### src/shared/ppstat_pkg.sv
// Shared constants and types of the power path status register block.
//=====================================================================
// Behaviour
// - Forty-bit read-only status at 26h, resets zero.
// - Bits 39-38: 1h aux input, 2h VBUS.
// - Dead battery forces the VBUS source code.
// - Bit 34 shows cable-supply switch overcurrent.
// - Bit 28 shows five volt switch overcurrent.
// - Bits 14-12 give external path switch state.
// - Bits 8-6 give five volt switch state.
// - Bits 1-0 give cable-supply switch state.
//=====================================================================
package ppstat_pkg;
   localparam int          PPSTAT_WIDTH   = 40;
   localparam logic [7:0]  PPSTAT_INDEX   = 8'h26;
   localparam logic [7:0]  LO_WORD_ADDR   = 8'h98;
   localparam logic [7:0]  HI_WORD_ADDR   = 8'h9C;
   localparam logic [7:0]  IRQ_STAT_ADDR  = 8'hA0;
   localparam logic [7:0]  IRQ_MASK_ADDR  = 8'hA4;
   localparam logic [39:0] PPSTAT_RESET   = 40'h00_0000_0000;
   localparam int          SRC_LSB        = 38;
   localparam int          CABLE_OC_BIT   = 34;
   localparam int          FIVE_OC_BIT    = 28;
   localparam int          EXT_LSB        = 12;
   localparam int          FIVE_LSB       = 6;
   localparam int          CABLE_LSB      = 0;
   localparam logic [1:0]  SRC_AUX        = 2'h1;
   localparam logic [1:0]  SRC_VBUS       = 2'h2;
   localparam logic [2:0]  FIVE_MAX_CODE  = 3'h2;
   localparam logic [2:0]  EXT_MAX_CODE   = 3'h3;
   localparam logic [3:0]  IRQ_RESET      = 4'h0;
   typedef enum logic [1:0] {
      PPSTAT_IDLE = 2'b00,
      PPSTAT_ACK  = 2'b01
   } ppstat_bus_t;
endpackage

### src/core/ppstat_sync.sv
// Two-flip-flop synchroniser for the switch status pins.
`timescale 1ns/10ps
module ppstat_sync #(
   parameter int W = 1
) (
   input  wire logic         clk_sys,
   input  wire logic         srst,
   input  wire logic         ce,
   input  wire logic [W-1:0] d,
   output logic      [W-1:0] q
);
   typedef struct packed {
      logic [W-1:0] s1;
      logic [W-1:0] s2;
   } ppstat_sync_t;
   ppstat_sync_t st;
   ppstat_sync_t next_st;
   always_comb begin
      next_st    = st;
      next_st.s1 = d;
      next_st.s2 = st.s1;
   end
   always_ff @(posedge clk_sys) begin
      if (srst) begin
         st <= '0;
      end else if (ce) begin
         st <= next_st;
      end
   end
   assign q = st.s2;
endmodule

### src/core/ppstat_field.sv
// Builds the forty-bit status word from synchronised switch levels.
`timescale 1ns/10ps
module ppstat_field (
   input  wire logic        on_aux,
   input  wire logic        dead_battery,
   input  wire logic        cable_oc,
   input  wire logic        five_oc,
   input  wire logic [2:0]  ext_state,
   input  wire logic [2:0]  five_state,
   input  wire logic [1:0]  cable_state,
   output logic      [39:0] word
);
   import ppstat_pkg::*;
   always_comb begin
      word = '0;
      // A dead battery leaves VBUS as the only possible supply.
      word[SRC_LSB +: 2] = (on_aux && !dead_battery) ? SRC_AUX : SRC_VBUS;
      word[CABLE_OC_BIT] = cable_oc;
      word[FIVE_OC_BIT] = five_oc;
      word[EXT_LSB +: 3] = (ext_state > EXT_MAX_CODE) ? 3'h0 : ext_state;
      // Undefined switch codes read as disabled rather than leaking noise.
      word[FIVE_LSB +: 3] = (five_state > FIVE_MAX_CODE) ? 3'h0 : five_state;
      word[CABLE_LSB +: 2] = cable_state;
   end
endmodule

### src/core/ppstat_top.sv
// Power path status register with a classic Wishbone slave and interrupt.
`timescale 1ns/10ps
module ppstat_top (
   input  wire logic        clk_sys,
   input  wire logic        srst,
   input  wire logic        ce,
   input  wire logic        wb_cyc_i,
   input  wire logic        wb_stb_i,
   input  wire logic        wb_we_i,
   input  wire logic [7:0]  wb_adr_i,
   input  wire logic [3:0]  wb_sel_i,
   input  wire logic [31:0] wb_dat_i,
   output logic      [31:0] wb_dat_o,
   output logic             wb_ack_o,
   output logic             irq,
   input  wire logic        on_aux,
   input  wire logic        dead_battery,
   input  wire logic        cable_supply_overcurrent,
   input  wire logic        five_volt_switch_overcurrent,
   input  wire logic [2:0]  external_path_switch_state,
   input  wire logic [2:0]  five_volt_switch_state,
   input  wire logic [1:0]  cable_supply_switch_state
);
   import ppstat_pkg::*;

   //==================================================================
   // Pin synchronisation
   logic [11:0] pins_s;
   logic [39:0] live_word;
   ppstat_sync #(.W(12)) u_sync (
      .clk_sys (clk_sys),
      .srst    (srst),
      .ce      (ce),
      .d       ({on_aux, dead_battery, cable_supply_overcurrent, five_volt_switch_overcurrent,
                 external_path_switch_state, five_volt_switch_state, cable_supply_switch_state}),
      .q       (pins_s)
   );
   ppstat_field u_field (
      .on_aux       (pins_s[11]),
      .dead_battery (pins_s[10]),
      .cable_oc     (pins_s[9]),
      .five_oc      (pins_s[8]),
      .ext_state    (pins_s[7:5]),
      .five_state   (pins_s[4:2]),
      .cable_state  (pins_s[1:0]),
      .word         (live_word)
   );

   //==================================================================
   // State
   typedef struct packed {
      logic [39:0] status;
      logic [3:0]  irq_stat;
      logic [3:0]  irq_mask;
      logic [31:0] rdata;
      logic        ack;
      logic        irq;
      logic        seen;
   } ppstat_state_t;
   ppstat_state_t st;
   ppstat_state_t next_st;

   function automatic logic [3:0] events_of(input logic [39:0] w);
      events_of = {w[CABLE_OC_BIT], w[FIVE_OC_BIT], w[EXT_LSB +: 3] == 3'h1, w[FIVE_LSB +: 3] == 3'h1};
   endfunction

   logic       req;
   logic [3:0] rise;
   logic [3:0] w1c;
   assign req  = wb_cyc_i && wb_stb_i && !st.ack;
   assign rise = events_of(live_word) & ~events_of(st.status) & {4{st.seen}};
   assign w1c  = (req && wb_we_i && wb_adr_i == IRQ_STAT_ADDR && wb_sel_i[0]) ? wb_dat_i[3:0] : 4'h0;

   always_comb begin
      next_st        = st;
      next_st.status = live_word;
      next_st.seen   = 1'b1;
      next_st.ack    = req;
      // Set beats clear so an event in the clearing cycle survives.
      next_st.irq_stat = (st.irq_stat & ~w1c) | rise;
      if (req && wb_we_i && wb_adr_i == IRQ_MASK_ADDR && wb_sel_i[0]) begin
         next_st.irq_mask = wb_dat_i[3:0];
      end
      next_st.rdata = 32'h0000_0000;
      if (req && !wb_we_i) begin
         case (wb_adr_i)
            LO_WORD_ADDR:  next_st.rdata = st.status[31:0];
            HI_WORD_ADDR:  next_st.rdata = {24'h00_0000, st.status[39:32]};
            IRQ_STAT_ADDR: next_st.rdata = {28'h000_0000, st.irq_stat};
            IRQ_MASK_ADDR: next_st.rdata = {28'h000_0000, st.irq_mask};
            default:       next_st.rdata = 32'h0000_0000;
         endcase
      end
      next_st.irq = |(next_st.irq_stat & next_st.irq_mask);
   end

   always_ff @(posedge clk_sys) begin
      if (srst) begin
         st <= '{status: PPSTAT_RESET, irq_stat: IRQ_RESET, irq_mask: IRQ_RESET,
                 rdata: 32'h0000_0000, ack: 1'b0, irq: 1'b0, seen: 1'b0};
      end else if (ce) begin
         st <= next_st;
      end
   end

   assign wb_dat_o = st.rdata;
   assign wb_ack_o = st.ack;
   assign irq      = st.irq;
endmodule

### config.mk
export PLATFORM = sky130hd
export DESIGN_NAME = ppstat_top
export DESIGN_NICKNAME = d
export VERILOG_FILES = /design/src/shared/ppstat_pkg.sv /design/src/core/ppstat_sync.sv /design/src/core/ppstat_field.sv /design/src/core/ppstat_top.sv
export SDC_FILE = /design/constraint.sdc
export NUM_CORES = 1
export LEC_CHECK = 0
export ABC_CLOCK_PERIOD_IN_PS = 2600
export BUFFER_PORTS_ARGS = -buffer_cell sky130_fd_sc_hd__buf_4
export CAP_MARGIN = 20
export CORE_MARGIN = 2
export CORE_UTILIZATION = 45
export DETAILED_ROUTE_END_ITERATION = 7
export PLACE_DENSITY = 0.77
export SYNTH_ARGS = -nofsm -noshare
export SYNTH_HDL_FRONTEND = slang
export SYNTH_HIERARCHICAL = 1
export SYNTH_SLANG_ARGS = --single-unit
### constraint.sdc
create_clock -name clk_sys -period 2.6 [get_ports clk_sys]
set_input_delay 0.26 -clock clk_sys [delete_from_list [all_inputs] [get_ports clk_sys]]
set_output_delay 0.26 -clock clk_sys [all_outputs]
set_load 0.03 [all_outputs]
=== Word-level counts from Yosys, hierarchy flattened ===
Cells that the tools add are included.

* Add/sub/neg operators: 0
* Multipliers: 0
* Div/mod/pow operators: 0
* Order comparisons: 2
* Equal/unequal tests: 8
* Shifts and indexed selects: 0
* Muxes and demuxes: 7
* Bitwise operators: 7
* Reductions and logical operators: 13

{| class="wikitable"
|+ Operators by type and width
! operator !! number
|-
| $pmux 29 s4 || 1
|-
| $eq 8x8->1 const B || 4
|-
| $mux 29 || 1
|-
| $and 4x4->4 || 4
|-
| $eq 3x1->1 const B || 4
|-
| $logic_and 1x1->1 || 9
|-
| $mux 4 || 2
|-
| $not 4->4 || 2
|-
| $gt 3x2->1 const B || 2
|-
| $mux 3 || 2
|-
| $or 4x4->4 || 1
|-
| $reduce_or 4->1 || 1
|-
| $logic_not 1->1 || 3
|-
| $mux 2 || 1
|}

* Register bits after elaboration: 79
* Bits in latches: 0
* Bits in writable memories: 0
* Memory bits (read-only): 0
* Input bits: 62
* Output and inout port bits: 34
* Logic and storage cells: 46
* Memories: 0

=== Depth between registers and ports, before layout ===
* Depth in word-level cells: 11
* Depth in mapped cells: 6
* Gate-level depth less buffers: 6

=== By module ===
Netlist, hierarchy kept.

{| class="wikitable"
|+ By module, submodules not included
! module !! times used !! cells an instance !! area an instance (µm²) !! seq. area each (µm²)
|-
| ppstat_top || 1 || 404 || 3,747.3 || 1,661.6
|-
| ppstat_sync || 1 || 77 || 869.6 || 480.5
|-
| ppstat_field || 1 || 41 || 299.0 || 0.0
|}

=== Least setup slack after synthesis ===
Ideal clock, no wire load.

* Path kind: register to register
* Start: register st, in the netlist wb_ack_o
* End: register st, in the netlist irq
* Library setup time: 0.131 ns
* Data arrival time: 1.522 ns
* Required time: 2.469 ns
* Setup slack: 0.947 ns
* Cell stages (with the launch flop): 6
* Path buffers: 0
* Period minus slack after synthesis: 1.653 ns
* Path through: dfxtp_1 and3b_1 nand4_1 a2111oi_2 o22a_1 a311oi_2

* Word-level cells in the longest chain between the ends: 11
* Elaborated cells between the ends (all ways): 14
* Those cells by class: 2 x mux; 4 x bitwise; 8 x reduce/logical

{| class="wikitable"
|+ RTL lines
! what !! line !! source
|-
| start: declaration || ppstat_top.sv:60 || <nowiki>ppstat_state_t st;</nowiki>
|-
| start signal: assignment || ppstat_top.sv:99 || <nowiki>st <= '{status: PPSTAT_RESET, irq_stat: IRQ_RESET, irq_mask: IRQ_RESET,</nowiki>
|-
| start signal: assignment || ppstat_top.sv:102 || <nowiki>st <= next_st;</nowiki>
|-
| $logic_not 1->1 * || ppstat_top.sv:70 || <nowiki>assign req = wb_cyc_i && wb_stb_i && !st.ack;</nowiki>
|-
| $logic_and 1x1->1 * || ppstat_top.sv:70 ||
|-
| $logic_and 1x1->1 * || ppstat_top.sv:72, ppstat_top.sv:81 ||
|-
| $logic_and 1x1->1 (2 in a row) || ppstat_top.sv:72 || <nowiki>assign w1c = (req && wb_we_i && wb_adr_i == IRQ_STAT_ADDR && wb_sel_i[0]) ? wb_dat_i[3:0] : 4'h0;</nowiki>
|-
| $mux 4 || ppstat_top.sv:72 ||
|-
| $not 4->4 || ppstat_top.sv:80 || <nowiki>next_st.irq_stat = (st.irq_stat & ~w1c) | rise;</nowiki>
|-
| $and 4x4->4 || ppstat_top.sv:80 ||
|-
| $or 4x4->4 || ppstat_top.sv:80 ||
|-
| $and 4x4->4 * || ppstat_top.sv:94 || <nowiki>next_st.irq = |(next_st.irq_stat & next_st.irq_mask);</nowiki>
|-
| $reduce_or 4->1 * || ppstat_top.sv:94 ||
|}

Every way passes the cells marked *; elsewhere a longest branch is shown, timed or not.
A chain may end at the register's enable or synchronous reset.

=== Worst setup path in the final report ===
* Start: register u_sync.st, in the netlist u_sync/q[2]
* End: register st, in the netlist irq

* Word-level cells in the longest chain between the ends: 8

{| class="wikitable"
|+ RTL lines
! what !! line !! source
|-
| start: declaration || ppstat_sync.sv:16 || <nowiki>ppstat_sync_t st;</nowiki>
|-
| start signal: assignment || ppstat_sync.sv:27 || <nowiki>st <= next_st;</nowiki>
|-
| $gt 3x2->1 || ppstat_field.sv:22 || <nowiki>word[FIVE_LSB +: 3] = (five_state > FIVE_MAX_CODE) ? 3'h0 : five_state;</nowiki>
|-
| $mux 3 * || ppstat_field.sv:22 ||
|-
| named net live_word[6] || ppstat_top.sv:29 || <nowiki>logic [39:0] live_word;</nowiki>
|-
| $eq 3x1->1 * || ppstat_top.sv:64 || <nowiki>events_of = {w[CABLE_OC_BIT], w[FIVE_OC_BIT], w[EXT_LSB +: 3] == 3'h1, w[FIVE_LSB +: 3] == 3'h1};</nowiki>
|-
| $and 4x4->4 * (2 in a row) || ppstat_top.sv:71 || <nowiki>assign rise = events_of(live_word) & ~events_of(st.status) & {4{st.seen}};</nowiki>
|-
| $or 4x4->4 * || ppstat_top.sv:80 ||
|-
| $and 4x4->4 * || ppstat_top.sv:94 ||
|-
| $reduce_or 4->1 * || ppstat_top.sv:94 ||
|}

Mark *: on every way through the listed nets, which the timed path passes. The rest lies on a longest branch.

==> impl_metrics.csv <==
group,metric,value,unit
status,status,"complete, no violations",
synthesis,synth_area_leaders,"dfxtp_1 (44%), mux2i_1 (16%), buf_4 (10%), nor2_1 (8.2%), nor2b_1 (4.5%)",
run,cap_viol_max_count,0,
timing,maxSlewHeadroom,57.73,%
synthesis,syn_area,4916,um^2
final_layout,nNetsFinal,600,
clocking,path_clk_slew,0.09,ns
global_routing,grt_use_total,15.43,%
power,seqPwrFrac,58.7,%
clocking,htree_levels,3,
detailed_routing,wirelength,8.681,mm
placement,place_hpwl,6.021,mm
synthesis,synth_top_area_share,43.57,%
timing,hold_viol_final,0,
power,p_sw,670.1,uW
timing,hold_ws,0.1377,ns
worst_setup_path,cp_max_fo,3,
detailed_routing,vias,3313,
global_routing,antenna_found_initial,0,
worst_setup_path,endpoint_kind,"flip-flop",
detailed_routing,viasPerCell,4.865,
final_layout,nFillCells,1037,
timing,setup_viol,0,
power,power_density,559.7,nW/um^2
power,comb_power_share,8.3,%
synthesis,yosys.area.top_type,"dfxtp_1",
floorplan,core_area,10750,um^2
worst_setup_path,cp.required,2.87,ns
timing,period_minus_slack,1.951,ns
final_layout,syn2layout_area_growth,6.668,%
synthesis,synth_warnings,6,
global_routing,grt_pass1_wl,14.25,mm
detailed_routing,drtAntennaViolNets,0,
final_layout,n_antenna_cell,0,
hold_path,hold_class,"in -> reg",
power,total_power,2.935,mW
final_layout,finish.utilization,48.80,%
placement,numPortBuffers,64,
power,cellLeakagePower,2.358,nW
synthesis,avgSynthCellArea,9.418,um^2
synthesis,yosysUniqueCellTypes,42,
floorplan,initial_utilization,45.75,%
worst_setup_path,critPathLaunchType,"flip-flop",
global_routing,grt_remaining_overflow,0,
power,ir_worst_vdd,0.0003146,V
detailed_routing,wire_per_inst,12.75,um
power,switching_share,22.83,%
clocking,clock_path_buffers,2,
timing,period_share,75.06,%
worst_setup_path,cp_data_arrival_time,2.22,ns
detailed_routing,drtPass1Iterations,5,
clocking,cts_sinks,107,
floorplan,io_pins,96,
final_layout,layout.cells.non_filler,681,
clocking,clkLatencyLatePin,0.35,ns
global_routing,grt_pass1_vias,3190,
timing,tns,0,ns
floorplan,dieWidth,108.5,um
global_routing,grt_start_max_net_pins,63,
timing,grt_setup_unrepaired,"no",
hold_path,hold_path_depth,3,
timing,fmax,512.4,MHz
clocking,cts_made_buffers,9,
placement,dp.cells,667,
clocking,hold_buffers,0,
clocking,root_buffer,"clkbuf_8",
clocking,cts_tree,"done",
timing,tightest_slew,0.6340,ns
clocking,post_cts_buffers,0,
clocking,cts_resized,0,
synthesis,syn_inst,522,
timing,maxSlewViolCount,0,
detailed_routing,first_iter_violations,209,
final_layout,drive_gt1_share,19.04,%
power,p_int,2.265,mW
detailed_routing,drc_errors,0,
timing,fin_worst_skew,0.005401,ns
floorplan,core.rowCount,38,
floorplan,dieArea,11780,um^2
worst_setup_path,worstRegToRegCells,6,
synthesis,synth-seq-area-share,43.57,%
worst_setup_path,worst-setup-path-type,"reg -> reg",
floorplan,die_h,108.5,um
synthesis,synth-seq-cells,107,
power,pwr-share-clk,33.0,%
placement,gp_congestion,0.7664,
[per-stage QoR]
stage	setup slack (ns)	cell area, um^2
2_1_floorplan	0.9467	5025
3_3_place_gp	0.6162	5061
3_5_place_dp	0.5614	5061
4_1_cts	0.6307	5244
5_1_grt	0.4657	5244
6_report	0.6486	5244
[Yosys cell counts]
cell type	instances
o311ai_0	1
and3b_1	4
mux2i_1	78
buf_2	5
a21oi_2	11
clkbuf_1	12
buf_4	66
nor3b_1	5
nor3_4	1
dlygate4sd1_1	1
o22ai_1	4
buf_1	2
buf_12	2
a2111oi_2	1
nand4b_2	1
nand3_1	2
a21oi_1	27
and4_4	1
nand4_1	2
nor3_1	1
a211o_1	1
nor2_2	1
nor2_1	108
o21ai_0	7
nor2b_1	35
nand3b_1	1
and2_1	1
nor4b_4	1
and3_1	1
inv_1	5
o22a_1	1
nand2b_1	4
buf_8	1
dfxtp_1	107
nand2_1	7
nor4_1	2
a21boi_0	1
o21bai_1	1
mux2_2	4
buf_6	4
a311oi_2	1
conb_1	1
[power by group through the flow]
stage	clock (mW)	sequential [mW]	combinational, mW
6_report	0.969	1.72	0.243
5_1_grt	1.08	1.73	0.272
4_1_cts	1.02	1.72	0.244
3_5_place_dp	0	1.76	0.243
3_3_place_gp	0	1.76	0.234
2_1_floorplan	0	1.75	0.215
[state kept, by name (all words and copies together), names as in the netlist]
signal,flops
u_sync/next_st,12
wb_dat_o,32
wb_ack_o,1
st,49
irq,1
u_sync/q,12
[worst max-delay path, stage by stage, from the launching register on]
cell and delay [ns]:
dfxtp_1 0.36, nor3b_1 0.32, nand2_1 0.10, nor4_1 0.51, a2111oi_2 0.11, o22a_1 0.22, a311oi_2 0.25
[path summary, 6_finish.rpt]
path,endpoint,slack [ns],startpoint
setup / recovery,irq,0.65,u_sync/q[2]
hold / removal,u_sync/next_st[3],0.14,five_volt_switch_state[1]
setup reg to reg,irq,0.65,u_sync/q[2]
hold reg to reg,wb_dat_o[30],0.50,st[73]
[kinds of logic after synthesis]
kind of cell,Yosys count,share of synthesized area (%)
flip-flops,107,43.57
AND/OR/NAND/NOR,178,17.92
multiplexers,82,16.80
AO/OA/AOI/OAI,56,7.381
buffers and inverters,98,14.25
other,1,0.07628
[routing by layer]
metal	wire, um	GRT usage, %	share of wire, %
met1	3745	16.88	43
met2	4479	28.08	52
met3	339	4.219	3.9
met4	116	6.136	1.3
met5	0	0	0
[placed cells by master (no fill, tap or decap), types with 10 or more instances in the layout]
cell / instances
a21oi_1: 27
a21oi_2: 11
buf_4: 67
clkbuf_8: 10
conb_1: 30
dfxtp_1: 107
mux2i_1: 78
nor2_1: 108
nor2b_1: 35
[cell type report]
| cell class | count | area [um^2] | share of cell area [%] |
|---|---|---|---|
| Multi-Input combinational cell | 346 | 2182 | 41.61 |
| Sequential cell | 107 | 2142 | 40.85 |
| Timing Repair Buffer | 69 | 543.0 | 10.36 |
| Tap cell | 140 | 175.2 | 3.340 |
| Clock buffer | 12 | 145.1 | 2.768 |
| Clock inverter | 2 | 37.54 | 0.7158 |
| Inverter | 5 | 18.77 | 0.3579 |
(Power assumes the default switching activity.)
